**src/include/dio_pkg.sv**
```systemverilog
// Package with the register map, field layout and timing of the digital I/O process image.
package dio_pkg;
  localparam logic [7:0] ADDR_CTRL = 8'h00;
  localparam logic [7:0] ADDR_PARAM = 8'h04;
  localparam logic [7:0] ADDR_STATUS = 8'h08;
  localparam logic [7:0] ADDR_IN = 8'h0c;
  localparam logic [7:0] ADDR_OUT = 8'h10;
  localparam logic [7:0] ADDR_DIAG = 8'h14;
  localparam logic [7:0] ADDR_IRQ_STAT = 8'h18;
  localparam logic [7:0] ADDR_IRQ_MASK = 8'h1c;
  localparam int CTRL_FAST_BIT = 0;
  localparam int CTRL_NAME_BIT = 1;
  localparam logic [1:0] CTRL_RESET = 2'h1;
  localparam int PARAM_CODE_LSB = 0;
  localparam int PARAM_SLOT_LSB = 4;
  localparam int PARAM_PAT_LSB = 16;
  localparam logic [3:0] PARAM_SLOT = 4'h2;
  localparam logic [15:0] PATTERN_RESET = 16'h0000;
  localparam int ST_SUP_SHORT = 0;
  localparam int ST_OUT_OVL = 1;
  localparam int ST_OUT_SHORT = 2;
  localparam int ST_ACT_UNDER = 3;
  localparam int ST_ACT_OVL = 4;
  localparam int ST_ELEC_UNDER = 5;
  localparam int DIAG_N = 7;
  localparam int GROUP_W = 4;
  localparam int IRQ_N = 4;
  localparam int IRQ_INCOMING = 0;
  localparam int IRQ_OUTGOING = 1;
  localparam int IRQ_FAILSAFE = 2;
  localparam int IRQ_READY = 3;
  localparam logic [3:0] IM_SLOT = 4'h0;
  localparam logic [2:0] IM_LAST = 3'h4;
  localparam int CNT_W = 27;
  localparam int unsigned CLK_KHZ = 125000;
  localparam int unsigned FAST_TIME_MS = 500;
  localparam int unsigned BOOT_TIME_MS = 1000;
  // Fast startup must finish in strictly less than the printed time.
  localparam logic [CNT_W-1:0] FAST_CYCLES = CNT_W'(FAST_TIME_MS * CLK_KHZ - 1);
  localparam logic [CNT_W-1:0] BOOT_CYCLES = CNT_W'(BOOT_TIME_MS * CLK_KHZ - 1);
  typedef enum logic [1:0] {
    FS_CLEAR = 2'b00,
    FS_SET = 2'b01,
    FS_HOLD = 2'b10,
    FS_PATTERN = 2'b11
  } fs_code_t;
  typedef enum logic {
    ST_BOOT = 1'b0,
    ST_READY = 1'b1
  } boot_state_t;
endpackage

```
**src/rtl/digital_io_process_image.sv**
```systemverilog
// Process image, failsafe, diagnostics and APB register file of the digital I/O device.
`timescale 1ns/1ns
//
// Behaviour
// - Status module gives four status bytes
// - Status word bit layout, upper bits zero
// - Input n lands in byte 0 bit n
// - Output n driven by byte 0 bit n
// - Failsafe parameters accepted only for slot 2
// - Code picks clear, set, hold or pattern
// - Pattern applies only under code three
// - New diagnostic entry raises incoming alarm
// - Cleared entry raises outgoing alarm
// - Station fault lit while entries stored
// - Seven diagnostic conditions are monitored
// - Output shorts reported per four channels
// - Fast startup ready under 500 ms
// - Only first controller may write outputs
// - Records zero to four readable via slot 0
// - Replacement accepted only in default state
module digital_io_process_image #(
  parameter logic [dio_pkg::CNT_W-1:0] fast_cycles = dio_pkg::FAST_CYCLES,
  parameter logic [dio_pkg::CNT_W-1:0] boot_cycles = dio_pkg::BOOT_CYCLES
) (
  input wire logic pclk,
  input wire logic presetn,
  input wire logic psel,
  input wire logic penable,
  input wire logic pwrite,
  input wire logic [7:0] paddr,
  input wire logic [31:0] pwdata,
  output logic [31:0] prdata,
  output logic pready,
  output logic pslverr,
  output logic irq,
  input wire logic [7:0] device_input,
  output logic [7:0] device_output,
  output logic [7:0] in_image,
  output logic [31:0] status_word,
  input wire logic elec_undervolt,
  input wire logic actuator_supply_overload,
  input wire logic actuator_supply_undervolt,
  input wire logic actuator_supply_surge,
  input wire logic sensor_supply_surge,
  input wire logic sensor_supply_overload,
  input wire logic sensor_supply_short,
  input wire logic overtemp,
  input wire logic [7:0] out_short,
  input wire logic [7:0] out_overload,
  input wire logic conn_owner,
  input wire logic conn_shared,
  input wire logic cyc_wr,
  input wire logic cyc_src,
  input wire logic [7:0] cyc_data,
  output logic [dio_pkg::DIAG_N-1:0] alarm_incoming,
  output logic [dio_pkg::DIAG_N-1:0] alarm_outgoing,
  output logic station_fault_indicator,
  output logic ready,
  input wire logic im_req,
  input wire logic [3:0] im_slot,
  input wire logic [2:0] im_index,
  output logic im_ack,
  output logic im_nak,
  input wire logic replace_req,
  output logic replace_ack,
  output logic replace_nak
);
  import dio_pkg::*;

  function automatic logic group_fault(input logic [7:0] v, input int g);
    group_fault = |v[g*GROUP_W +: GROUP_W];
  endfunction

  logic [1:0] ctrl;
  logic [1:0] next_ctrl;
  fs_code_t fs_code;
  fs_code_t next_fs_code;
  logic [15:0] pattern;
  logic [15:0] next_pattern;
  logic [IRQ_N-1:0] irq_stat;
  logic [IRQ_N-1:0] next_irq_stat;
  logic [IRQ_N-1:0] irq_mask;
  logic [IRQ_N-1:0] next_irq_mask;
  logic [31:0] next_prdata;
  logic [7:0] out_data;
  logic [7:0] next_out_data;
  logic [7:0] next_device_output;
  logic [7:0] next_in_image;
  logic [31:0] next_status_word;
  logic [DIAG_N-1:0] diag;
  logic [DIAG_N-1:0] next_diag;
  logic [DIAG_N-1:0] diag_cond;
  logic [DIAG_N-1:0] next_alarm_in;
  logic [DIAG_N-1:0] next_alarm_out;
  boot_state_t boot;
  boot_state_t next_boot;
  logic [CNT_W-1:0] cnt;
  logic [CNT_W-1:0] next_cnt;
  logic failsafe;
  logic failsafe_q;
  logic owner_wr;
  logic next_im_ack;
  logic next_im_nak;
  logic next_rep_ack;
  logic next_rep_nak;
  logic [IRQ_N-1:0] events;
  logic wr_en;
  logic addr_ok;

  assign wr_en = psel & penable & pwrite;
  assign pready = penable;
  assign pslverr = psel & penable & ~addr_ok;
  assign irq = |(irq_stat & irq_mask);
  assign failsafe = (boot != ST_READY) | ~conn_owner;
  assign owner_wr = cyc_wr & ~cyc_src & conn_owner;

  always_comb
  begin
    addr_ok = 1'b1;
    unique case (paddr)
      ADDR_CTRL, ADDR_PARAM, ADDR_STATUS, ADDR_IN: addr_ok = 1'b1;
      ADDR_OUT, ADDR_DIAG, ADDR_IRQ_STAT, ADDR_IRQ_MASK: addr_ok = 1'b1;
      default: addr_ok = 1'b0;
    endcase
  end

  // Process group: image, failsafe, diagnostics, startup and side requests.
  always_comb
  begin
    diag_cond = {group_fault(out_short, 1), group_fault(out_short, 0),
                 actuator_supply_undervolt, actuator_supply_surge,
                 sensor_supply_overload, sensor_supply_surge, overtemp};
    next_diag = diag_cond;
    next_alarm_in = diag_cond & ~diag;
    next_alarm_out = ~diag_cond & diag;
    next_in_image = device_input;
    next_status_word = 32'h0;
    next_status_word[ST_SUP_SHORT] = sensor_supply_short;
    next_status_word[ST_OUT_OVL] = |out_overload;
    next_status_word[ST_OUT_SHORT] = |out_short;
    next_status_word[ST_ACT_UNDER] = actuator_supply_undervolt;
    next_status_word[ST_ACT_OVL] = actuator_supply_overload;
    next_status_word[ST_ELEC_UNDER] = elec_undervolt;
    next_out_data = owner_wr ? cyc_data : out_data;
    next_device_output = next_out_data;
    if (failsafe)
    begin
      unique case (fs_code)
        FS_CLEAR: next_device_output = 8'h00;
        FS_SET: next_device_output = 8'hff;
        FS_HOLD: next_device_output = device_output;
        FS_PATTERN: next_device_output = pattern[7:0];
      endcase
    end
    next_cnt = cnt;
    next_boot = boot;
    unique case (boot)
      ST_BOOT:
      begin
        next_cnt = cnt + 1'b1;
        if (cnt >= (ctrl[CTRL_FAST_BIT] ? fast_cycles : boot_cycles))
        begin
          next_boot = ST_READY;
        end
      end
      ST_READY: next_cnt = cnt;
    endcase
    next_im_ack = im_req & (im_slot == IM_SLOT) & (im_index <= IM_LAST);
    next_im_nak = im_req & ~next_im_ack;
    next_rep_ack = replace_req & ~ctrl[CTRL_NAME_BIT];
    next_rep_nak = replace_req & ctrl[CTRL_NAME_BIT];
  end

  always_ff @(posedge pclk or negedge presetn)
  begin
    if (!presetn)
    begin
      out_data <= 8'h00;
      device_output <= 8'h00;
      in_image <= 8'h00;
      status_word <= 32'h0;
      diag <= '0;
      alarm_incoming <= '0;
      alarm_outgoing <= '0;
      station_fault_indicator <= 1'b0;
      boot <= ST_BOOT;
      cnt <= '0;
      ready <= 1'b0;
      failsafe_q <= 1'b1;
      im_ack <= 1'b0;
      im_nak <= 1'b0;
      replace_ack <= 1'b0;
      replace_nak <= 1'b0;
    end
    else
    begin
      out_data <= next_out_data;
      device_output <= next_device_output;
      in_image <= next_in_image;
      status_word <= next_status_word;
      diag <= next_diag;
      alarm_incoming <= next_alarm_in;
      alarm_outgoing <= next_alarm_out;
      station_fault_indicator <= |next_diag;
      boot <= next_boot;
      cnt <= next_cnt;
      ready <= (next_boot == ST_READY);
      failsafe_q <= failsafe;
      im_ack <= next_im_ack;
      im_nak <= next_im_nak;
      replace_ack <= next_rep_ack;
      replace_nak <= next_rep_nak;
    end
  end

  // Bus group: registers and interrupt bookkeeping.
  always_comb
  begin
    events = '0;
    events[IRQ_INCOMING] = |next_alarm_in;
    events[IRQ_OUTGOING] = |next_alarm_out;
    events[IRQ_FAILSAFE] = failsafe & ~failsafe_q;
    events[IRQ_READY] = (next_boot == ST_READY) & (boot == ST_BOOT);
    next_ctrl = ctrl;
    next_fs_code = fs_code;
    next_pattern = pattern;
    next_irq_mask = irq_mask;
    next_irq_stat = irq_stat;
    if (wr_en)
    begin
      unique case (paddr)
        ADDR_CTRL: next_ctrl = pwdata[1:0];
        ADDR_PARAM:
        begin
          if (pwdata[PARAM_SLOT_LSB +: 4] == PARAM_SLOT)
          begin
            next_fs_code = fs_code_t'(pwdata[PARAM_CODE_LSB +: 2]);
            next_pattern = pwdata[PARAM_PAT_LSB +: 16];
          end
        end
        ADDR_IRQ_STAT: next_irq_stat = irq_stat & ~pwdata[IRQ_N-1:0];
        ADDR_IRQ_MASK: next_irq_mask = pwdata[IRQ_N-1:0];
        default: next_irq_mask = irq_mask;
      endcase
    end
    // New events win over a clear in the same cycle.
    next_irq_stat = next_irq_stat | events;
    next_prdata = prdata;
    if (psel & ~penable)
    begin
      next_prdata = 32'h0;
      unique case (paddr)
        ADDR_CTRL: next_prdata[1:0] = ctrl;
        ADDR_PARAM: next_prdata = {pattern, 8'h00, PARAM_SLOT, 2'b00, fs_code};
        ADDR_STATUS: next_prdata = status_word;
        ADDR_IN: next_prdata[7:0] = in_image;
        ADDR_OUT: next_prdata[11:0] = {conn_shared, ready, failsafe, 1'b0, device_output};
        ADDR_DIAG: next_prdata[DIAG_N-1:0] = diag;
        ADDR_IRQ_STAT: next_prdata[IRQ_N-1:0] = irq_stat;
        ADDR_IRQ_MASK: next_prdata[IRQ_N-1:0] = irq_mask;
        default: next_prdata = 32'h0;
      endcase
    end
  end

  always_ff @(posedge pclk or negedge presetn)
  begin
    if (!presetn)
    begin
      ctrl <= CTRL_RESET;
      fs_code <= FS_CLEAR;
      pattern <= PATTERN_RESET;
      irq_stat <= '0;
      irq_mask <= '0;
      prdata <= 32'h0;
    end
    else
    begin
      ctrl <= next_ctrl;
      fs_code <= next_fs_code;
      pattern <= next_pattern;
      irq_stat <= next_irq_stat;
      irq_mask <= next_irq_mask;
      prdata <= next_prdata;
    end
  end

  property p_fault_lamp;
    @(posedge pclk) disable iff (!presetn)
    presetn |=> station_fault_indicator == $past(overtemp | sensor_supply_surge |
      sensor_supply_overload | actuator_supply_surge | actuator_supply_undervolt | (|out_short));
  endproperty
  a_fault_lamp: assert property (p_fault_lamp) else $error("fault lamp mismatch");

  property p_incoming;
    @(posedge pclk) disable iff (!presetn)
    $rose(diag[0]) |-> alarm_incoming[0] && !alarm_outgoing[0];
  endproperty
  a_incoming: assert property (p_incoming) else $error("no incoming alarm");

  property p_outgoing;
    @(posedge pclk) disable iff (!presetn)
    $fell(diag[DIAG_N-1]) |-> alarm_outgoing[DIAG_N-1];
  endproperty
  a_outgoing: assert property (p_outgoing) else $error("no outgoing alarm");

  property p_group;
    @(posedge pclk) disable iff (!presetn)
    (out_short[3:0] != 4'h0) |=> diag[5];
  endproperty
  a_group: assert property (p_group) else $error("short group not stored");

  property p_fs_clear;
    @(posedge pclk) disable iff (!presetn)
    failsafe && fs_code == FS_CLEAR |=> device_output == 8'h00;
  endproperty
  a_fs_clear: assert property (p_fs_clear) else $error("clear failsafe wrong");

  property p_fs_set;
    @(posedge pclk) disable iff (!presetn)
    failsafe && fs_code == FS_SET |=> device_output == 8'hff;
  endproperty
  a_fs_set: assert property (p_fs_set) else $error("set failsafe wrong");

  property p_fs_pattern;
    @(posedge pclk) disable iff (!presetn)
    failsafe && fs_code == FS_PATTERN |=> device_output == $past(pattern[7:0]);
  endproperty
  a_fs_pattern: assert property (p_fs_pattern) else $error("pattern wrong");

  property p_owner_only;
    @(posedge pclk) disable iff (!presetn)
    cyc_wr && cyc_src |=> out_data == $past(out_data);
  endproperty
  a_owner_only: assert property (p_owner_only) else $error("second controller wrote");

  property p_live_out;
    @(posedge pclk) disable iff (!presetn)
    !failsafe && owner_wr |=> device_output == $past(cyc_data);
  endproperty
  a_live_out: assert property (p_live_out) else $error("output map wrong");

  property p_in_map;
    @(posedge pclk) disable iff (!presetn)
    presetn |=> in_image == $past(device_input);
  endproperty
  a_in_map: assert property (p_in_map) else $error("input map wrong");

  property p_slot_gate;
    @(posedge pclk) disable iff (!presetn)
    wr_en && paddr == ADDR_PARAM && pwdata[7:4] != PARAM_SLOT |=> $stable(fs_code);
  endproperty
  a_slot_gate: assert property (p_slot_gate) else $error("param from wrong slot");

  property p_not_early;
    @(posedge pclk) disable iff (!presetn)
    ready |-> $past(cnt) >= (ctrl[CTRL_FAST_BIT] ? fast_cycles : boot_cycles) || $past(ready);
  endproperty
  a_not_early: assert property (p_not_early) else $error("ready too early");

  property p_status_top;
    @(posedge pclk) disable iff (!presetn)
    status_word[31:6] == 26'h0;
  endproperty
  a_status_top: assert property (p_status_top) else $error("reserved status set");

  property p_im;
    @(posedge pclk) disable iff (!presetn)
    im_req && im_slot != IM_SLOT |=> im_nak && !im_ack;
  endproperty
  a_im: assert property (p_im) else $error("wrong slot answered");

  c_failsafe_pattern: cover property (@(posedge pclk) disable iff (!presetn)
    failsafe && fs_code == FS_PATTERN ##1 device_output != 8'h00);
  c_alarm_pair: cover property (@(posedge pclk) disable iff (!presetn)
    alarm_incoming[0] ##[1:20] alarm_outgoing[0]);
  c_owner_write: cover property (@(posedge pclk) disable iff (!presetn)
    ready && owner_wr);
  c_irq: cover property (@(posedge pclk) disable iff (!presetn) $rose(irq));
endmodule // digital_io_process_image

```
**config.mk**
```make
export PLATFORM = sky130hd
export DESIGN_NAME = digital_io_process_image
export DESIGN_NICKNAME = d
export VERILOG_FILES = /design/src/include/dio_pkg.sv /design/src/rtl/digital_io_process_image.sv
export SDC_FILE = /design/constraint.sdc
export NUM_CORES = 1
export LEC_CHECK = 0
export BUFFER_PORTS_ARGS = -buffer_cell sky130_fd_sc_hd__buf_2
export CAP_MARGIN = 20
export CORE_MARGIN = 2
export CORE_UTILIZATION = 55
export CTS_CLUSTER_DIAMETER = 40
export CTS_CLUSTER_SIZE = 28
export DETAILED_ROUTE_END_ITERATION = 7
export PLACE_DENSITY = 0.86
export SLEW_MARGIN = 40
export SYNTH_ARGS = -nofsm -noshare
export SYNTH_HDL_FRONTEND = slang
export SYNTH_SLANG_ARGS = --single-unit
```
**constraint.sdc**
```tcl
create_clock -name pclk -period 3.35 [get_ports pclk]
set_input_delay 0.67 -clock pclk [delete_from_list [all_inputs] [get_ports pclk]]
set_output_delay 0.67 -clock pclk [all_outputs]
set_load 0.02 [all_outputs]
```
**Word level (Yosys, flattened, before mapping)**

Memories as Yosys holds them, arrays and structs flattened.
Cells that the tools add are included.

- Bits in registers: 145
- Memory bits (read-only): 32
- Input port bits: 98
- Output and inout bits: 103
- Word-level logic and storage cells: 98
- Memories kept: 1

Memories:

| memory | words | bits a word | read ports | clocked after memory_dff | write ports | line | RTL |
|---|---|---|---|---|---|---|---|
| (no name shown) | 32 | 1 | 1 | 0 | 0 | digital_io_process_image.sv:120 | `unique case (paddr)` |

- $add $sub $neg: 1
- Order comparisons: 2
- Equal/unequal tests: 12
- Muxes and demuxes: 16
- Bitwise logic cells: 30
- Reduce and logical (&&, ||, !) cells: 15

Operator list:

| operator | count |
|---|---|
| $mux W27 | 2 |
| $eq A8 B5 Y1 const B | 4 |
| $add A27 B1 Y27 const B | 1 |
| $ge A27 B27 Y1 | 1 |
| $pmux W8 S3 | 1 |
| $mux W20 | 1 |
| $eq A8 B4 Y1 const B | 2 |
| $mux W8 | 2 |
| $pmux W2 S8 | 1 |
| $reduce_or A8 Y1 | 2 |
| $pmux W3 S5 | 1 |
| $and A7 B7 Y7 | 2 |
| $not A7 Y7 | 2 |
| $reduce_or A7 Y1 | 2 |
| $and A1 B1 Y1 | 13 |
| $reduce_or A13 Y1 | 1 |
| $mux W4 | 3 |
| $pmux W2 S6 | 1 |
| $reduce_or A4 Y1 | 3 |
| $and A4 B4 Y4 | 2 |
| $eq A8 B3 Y1 const B | 1 |
| $logic_not A8 Y1 | 1 |
| $not A1 Y1 | 8 |
| $eq A2 B2 Y1 const B | 2 |
| 14 further kinds | 17 |

**Logic depth before layout (Yosys ltp)**

Gate-level depths: netlist of run 1.

- Word-level depth: 6
- Gate-level depth with buffers: 7
- Depth with buffers taken out: 7

**Worst setup path before layout of run 1**

No wires, ideal clock.

- Path kind: input port to flip-flop
- Start point: input paddr[1]
- End point: register fs_code[0]
- Setup time: 0.125 ns
- Arrival time: 2.180 ns
- Required time: 3.225 ns
- Slack: 1.045 ns
- Stages on the path: 5
- Path buffers: 1
- Path through: nor4_4 nand3_2 nor4_4 buf_8 mux2_4

- Cells in the longest elaborated chain, start to end: 2

RTL lines:

| element | line | RTL |
|---|---|---|
| start: declaration | digital_io_process_image.sv:30 | `input wire logic [7:0] paddr,` |
| $eq A8 B3 Y1 | digital_io_process_image.sv:231 | `unique case (paddr)` |
| $reduce_and A3 Y1 (no line) | -- |  |
| end signal: assignment | digital_io_process_image.sv:280 | `fs_code <= next_fs_code;` |
| end: declaration | digital_io_process_image.sv:76 | `fs_code_t fs_code;` |

Every way passes these cells.
A chain may end at the register's enable or synchronous reset.

**Final worst setup path of run 1**

- Start point: register ctrl[0]
- End point: register irq_stat[3]

- Cells in the longest elaborated chain, start to end: 6

RTL lines:

| element | line | RTL |
|---|---|---|
| start: declaration | digital_io_process_image.sv:74 | `logic [1:0] ctrl;` |
| start signal: assignment | digital_io_process_image.sv:279 | `ctrl <= next_ctrl;` |
| $mux W27 | digital_io_process_image.sv:161 | `if (cnt >= (ctrl[CTRL_FAST_BIT] ? fast_cycles : boot_cycles))` |
| $ge A27 B27 Y1 | digital_io_process_image.sv:161 |  |
| $mux W1 | digital_io_process_image.sv:161 |  |
| $mux W1 | digital_io_process_image.sv:157 | `unique case (boot)` |
| $and A1 B1 Y1 | digital_io_process_image.sv:223 | `events[IRQ_READY] = (next_boot == ST_READY) & (boot == ST_BOOT);` |
| $or A4 B4 Y4 | digital_io_process_image.sv:247 | `next_irq_stat = next_irq_stat \| events;` |
| net next_irq_stat[3] | digital_io_process_image.sv:81 | `logic [IRQ_N-1:0] next_irq_stat;` |
| end signal: assignment | digital_io_process_image.sv:282 | `irq_stat <= next_irq_stat;` |
| end: declaration | digital_io_process_image.sv:80 | `logic [IRQ_N-1:0] irq_stat;` |

The timed path passes the listed nets, and every way through them passes these cells.

==> out/metrics.csv, run 1 <==
metric;value;unit
status;finished, final reports clean;
setup_violations;0;
powerDensity;541.9;mW/mm2
drv_slew;0;
critPathKind;reg2reg;
postCtsSetupRepairBufs;0;
seqCellArea;0.003481;mm2
cp_data_arrival_time;2.76;ns
cts_root_buf;clkbuf_16;
critPathLaunchType;register;
reg2reg_depth;7;
die_w;110.4;um
required;3.63;ns
clock_skew;0.005796;ns
overflow;0;
synth.distinct_cells;55;
cp_max_fo;9;
h-tree-depth;4;
rrSetupSlack;0.87;ns
postCtsHoldBufs;0;
period_needed;2.476;ns
peakVddDrop;313.4;uV
r2r-end;irq_stat[3];
fp.dieH;110.4;um
grt_pass1_wl;23.62;mm
fin_setup_tns;0;ns
vias;4633;
hold_viol_final;0;
synth_seq_area_share;0.5593;
wl_per_cell;17.99;um
tightest_slew;0.7927;ns
ys_ff_latch;139;
critical_path.slowest_cell;dfstp_2;
leakagePower;3.996;nW
post-route-drc-count;0;
min_path_type;in2async;
wirelength;14.98;mm
ios;201;
cp-end-kind;register;
crit_buf_inv;1;
cts_made_buffers;17;
dieArea;0.01218;mm2
rsz0062_at_grt;false;
r2r_start;ctrl[0];
multi_input_area;0.002491;mm2
grt_pass1_vias;4732;
fillers;770;
synthesis.area;0.006223;mm2
antenna_cells;0;
final_nets;792;
ys.flop_type;dfrtp_1;
routabilityCongestion;0.8259;
drtIter0Drc;324;
detail-route-antenna-nets;0;
max-slew-margin-rel;0.4667;
ctsResizeCount;0;
cts_sinks;139;
syn_inst;512;
cap_violations;0;
core_area;0.01094;mm2
whs;0.2392;ns
dr.pass1.iters;6;
path_delay_family;compound AO/OA/AOI/OAI gates;
clock_path_buffers;2;
max_stage_delay;0.67;ns
drive_gt1_frac;0.3506;
clkTransAtPathRegs;0.06;ns
numPortBuffers;161;
start_util;0.5691;
syn2layout_area_growth;24.71;%
cts_tree;done;
antenna_found_initial;1;
synth_edf_count;0;
yosys_warnings;0;
cp_cell_sequence;inv_1 -> ha_1 -> a21o_1 -> a211oi_1 -> o211ai_1 -> a22oi_1 -> o2bb2ai_1;
vias_per_cell;5.562;
async_flop_share;1.000;
insertion_delay;0.41;ns
clock.fmax;0.4038;GHz
period_share;0.7392;
grt_max_degree;74;
syn_area_per_cell;12.16;um2
gr-usage-all-layers;0.2610;
place_hpwl;10.70;mm
fp-row-count;38;
-- worst register-to-register path: cells and delay by family, from the launching register on --
kind	cells	cell delay, ns
flops	1	0.67
buf+inv	1	0.21
compound gates	5	1.12
fa+ha+maj	1	0.36
-- cell families after synthesis --
kind of cell	Yosys count	share of synthesized area
AOI/OAI and AO/OA	82	0.09630
xor gates and xnor gates	26	0.03659
adders and majority gates	14	0.02815
buffers and inverters	58	0.05951
DFF	139	0.5593
muxes	45	0.08906
other	1	0.0006026
and+or+nand+nor	147	0.1305
-- layer usage --
| metal | up-vias | track usage | part of all wire |
|---|---|---|---|
| met5 | - | 0 | 0 |
| met4 | 0 | 0.1268 | 0.028 |
| met3 | 36 | 0.07819 | 0.082 |
| met2 | 202 | 0.4224 | 0.50 |
| met1 | 2279 | 0.3206 | 0.39 |
| li1 | 2116 | - | - |
-- area by class of cell --
cell class	instances	area share
sequential	139	0.4485
multi-input combinational	345	0.3210
timing repair buffer	168	0.1130
clock buffer	23	0.06416
clock inverter	9	0.02644
tap	140	0.02257
inverter	9	0.004353
-- stage by stage --
step	std cells	instance area [um2]	setup slack (ns)	power, W	util
CTS	833	7755	0.8871	0.004230	0.7092
detailed placement	801	7052	0.8477	0.002043	0.6449
floorplan	542	6336	1.045	0.001933	-
finish	833	7761	0.8737	0.004206	0.7097
global route	833	7761	0.7212	0.004353	0.7097
global placement	801	7052	0.8904	0.002032	0.6449
-- state kept, by name, summed over array words and instances (netlist names), 2 cells and up --
register,count
alarm_incoming,7
alarm_outgoing,7
cnt,27
ctrl,2
device_output,8
diag,7
fs_code,2
in_image,8
irq_mask,4
irq_stat,4
out_data,8
pattern,16
prdata,27
status_word,5
-- cells in the final DEF, fill, tap and decap left out, types with 3 or more instances in the layout --
cell,netlist,final
a211oi_1,4,4
a21o_1,10,10
a21oi_1,10,10
a22o_1,21,21
a22oi_1,4,4
and2_1,3,3
and3_1,5,5
and4_1,4,4
buf_2,2,160
buf_4,33,6
bufinv_16,0,6
clkbuf_16,0,17
clkbuf_8,0,5
conb_1,1,31
dfrtp_1,137,137
ha_1,14,14
inv_1,9,9
mux2_2,23,23
mux2_4,10,10
mux2i_1,10,10
nand2_1,42,42
nand2b_1,7,7
nand3_1,16,16
nand4_1,9,9
nor2_1,20,20
nor2b_1,12,12
nor3_1,6,6
nor4_1,9,8
o211ai_1,9,9
o21ai_0,13,13
xnor2_1,19,19
xor2_1,7,7
-- cells in the mapped netlist, drive strengths merged (3+ instances only) --
cell    instances  area share
dfrtp         137        0.55
and4            4      0.0056
nor2           20       0.012
nand3          17       0.014
nand4           9      0.0090
nor4           11       0.016
xnor2          19       0.027
o211ai          9       0.011
buf            39       0.048
clkbuf         10      0.0060
a211oi          4      0.0048
mux2           33       0.066
xor2            7      0.0099
nor2b          12       0.012
and2            3      0.0030
a21oi          10      0.0080
nor3            7      0.0064
a22oi           4      0.0048
mux2i          10       0.016
a21o           10       0.012
o21ai          13       0.010
nand2          42       0.025
nand2b          7      0.0070
ha             14       0.028
a22o           21       0.030
inv             9      0.0054
and3            5      0.0050
-- worst max path at each step --
stage	startpoint	endpoint	slack, ns	cells past startpoint
floorplan	paddr[1]	fs_code[0]	1.04	5
global placement	paddr[1]	irq_stat[0]	0.89	6
detailed placement	paddr[1]	irq_stat[1]	0.85	6
CTS	ctrl[0]	irq_stat[3]	0.89	7
global route	ctrl[0]	irq_stat[3]	0.72	7
finish	ctrl[0]	irq_stat[3]	0.87	7
-- power breakdown --
group          switching, W  leakage (nW)  internal [W]
logic              0.000176          1.85     0.0000979
clock network      0.000692         0.340       0.00150
registers         0.0000193          1.80       0.00172
Note: power is estimated with default switching activity, not from simulation.
==> run 2: changes to the inputs <==
--- a/config.mk
+++ b/config.mk
@@ -8,11 +8,11 @@
 export BUFFER_PORTS_ARGS = -buffer_cell sky130_fd_sc_hd__buf_2
 export CAP_MARGIN = 20
 export CORE_MARGIN = 2
-export CORE_UTILIZATION = 55
+export CORE_UTILIZATION = 46
 export CTS_CLUSTER_DIAMETER = 40
 export CTS_CLUSTER_SIZE = 28
 export DETAILED_ROUTE_END_ITERATION = 7
-export PLACE_DENSITY = 0.86
+export PLACE_DENSITY = 0.76
 export SLEW_MARGIN = 40
 export SYNTH_ARGS = -nofsm -noshare
 export SYNTH_HDL_FRONTEND = slang
==> constraint.sdc (replaced) <==
create_clock -name pclk -period 2.1 [get_ports pclk]
set_input_delay 0.42 -clock pclk [delete_from_list [all_inputs] [get_ports pclk]]
set_output_delay 0.42 -clock pclk [all_outputs]
set_load 0.02 [all_outputs]
==> out/metrics.csv, run 2 (synthesized netlist as in run 1, its figures left out) <==
metric;value;unit
status;finished, final reports clean;
cp-end-kind;register;
peakVddDrop;509.0;uV
routabilityCongestion;0.8165;
clock_skew;0.008123;ns
critical_path.slowest_cell;dfstp_2;
cts_made_buffers;17;
powerDensity;767.1;mW/mm2
syn2layout_area_growth;26.22;%
clock.fmax;0.4878;GHz
required;2.41;ns
post-route-drc-count;0;
overflow;0;
min_path_type;in2reg;
dr.pass1.iters;4;
place_hpwl;11.01;mm
cp_cell_sequence;clkinvlp_4 -> buf_6 -> ha_1 -> and4b_1 -> a41oi_2 -> a21oi_2 -> a22oi_2 -> o2bb2ai_1;
drv_slew;0;
grt_pass1_wl;23.73;mm
top_regs;cnt x27, prdata x27, pattern x16;
clock_path_buffers;2;
clkTransAtPathRegs;0.06;ns
cts_sinks;139;
gr-usage-all-layers;0.2151;
critPathLaunchType;register;
cp_max_fo;6;
core_area;0.01324;mm2
ios;201;
critPathKind;reg2reg;
die_w;120.3;um
fin_cells;883;
fillers;1090;
period_share;0.9761;
grt_pass1_vias;4603;
max_stage_delay;0.56;ns
vias;4611;
detail-route-antenna-nets;0;
hold_viol_final;0;
wl_per_cell;17.17;um
grt_max_degree;58;
whs;0.09327;ns
wirelength;15.16;mm
final_nets;806;
leakagePower;3.988;nW
numPortBuffers;161;
cts_root_buf;clkbuf_16;
reg2reg_depth;8;
antenna_found_initial;1;
dp.cells;847;
cp_data_arrival_time;2.36;ns
p_total;0.006026;W
fp-row-count;42;
h-tree-depth;4;
fp.dieH;120.3;um
holdPathStages;1;
crit_buf_inv;2;
drtIter0Drc;235;
cts_tree;done;
dieArea;0.01448;mm2
cap_violations;0;
setup_violations;0;
vias_per_cell;5.222;
layout_commonest_cell;buf_2;
path_delay_family;flip-flops;
start_util;0.4700;
drive_gt1_frac;0.3711;
insertion_delay;0.43;ns
layout_common_cells;buf_2, dfrtp_1, nand2_1, conb_1, mux2_2;
fin_setup_tns;0;ns
worst-path-stages;8;
period_needed;2.050;ns
-- run 2: worst paths after layout --
kind,startpoint,to,slack [ns]
min,device_input[4],in_image[4],0.09
max in group asynchronous,presetn,failsafe_q,1.00
max,ctrl[0],irq_stat[3],0.05
min in group asynchronous,presetn,out_data[2],0.47
max reg2reg,ctrl[0],irq_stat[3],0.05
min reg2reg,cnt[26],cnt[26],0.48
-- run 2: stage by stage --
step	setup slack (ns)	util	area, um2
after floorplan	0.04450	-	6336
after global placement	0.02211	0.5444	7209
after detailed placement	0.008783	0.5444	7209
after CTS	0.05375	0.5870	7774
after global routing	-0.0004377	0.5930	7853
final	0.05009	0.5932	7855
-- run 2: cell type report --
type,instances,area (um2),share of cell area
multi-input cells,345,2535,0.3227
well taps,176,220.2,0.02803
repair buffers,182,1030,0.1311
clock inverters,13,120.1,0.01529
clock buffers,18,429.2,0.05464
inverters,9,37.54,0.004779
flip-flops and latches,139,3481,0.4431
diodes,1,2.502,0.0003186
-- run 2: routing by layer --
metal  vias to the layer above  wire length, um  track usage
met3                        23             1164      0.07453
met2                       166             7312       0.3345
met4                         0              278      0.08430
li1                       2143                -            -
met5                         -                0            0
met1                      2279             6408       0.2781
-- run 2: what timing repair did --
| item | CTS | global route |
|---|---|---|
| endpoints found under the setup margin | 1 | 2 |
| resized for setup | 1 | 11 |
| pin swaps | 0 | 8 |
| hold endpoints to repair | 35 | 0 |
| setup buffers | 0 | 3 |
| hold buffers | 1 | 0 |
-- run 2: worst register-to-register path: stages, from the launching register on --
cell and delay (ns):
dfstp_2 0.56, clkinvlp_4 0.19, buf_6 0.17, ha_1 0.27, and4b_1 0.24, a41oi_2 0.18
a21oi_2 0.06, a22oi_2 0.19, o2bb2ai_1 0.08
-- run 2: report_power, final --
part | switching [W] | internal (W) | total, W
Sequential | 0.0000274 | 0.00274 | 0.00277
Combinational | 0.000287 | 0.000171 | 0.000458
Clock | 0.00117 | 0.00163 | 0.00280
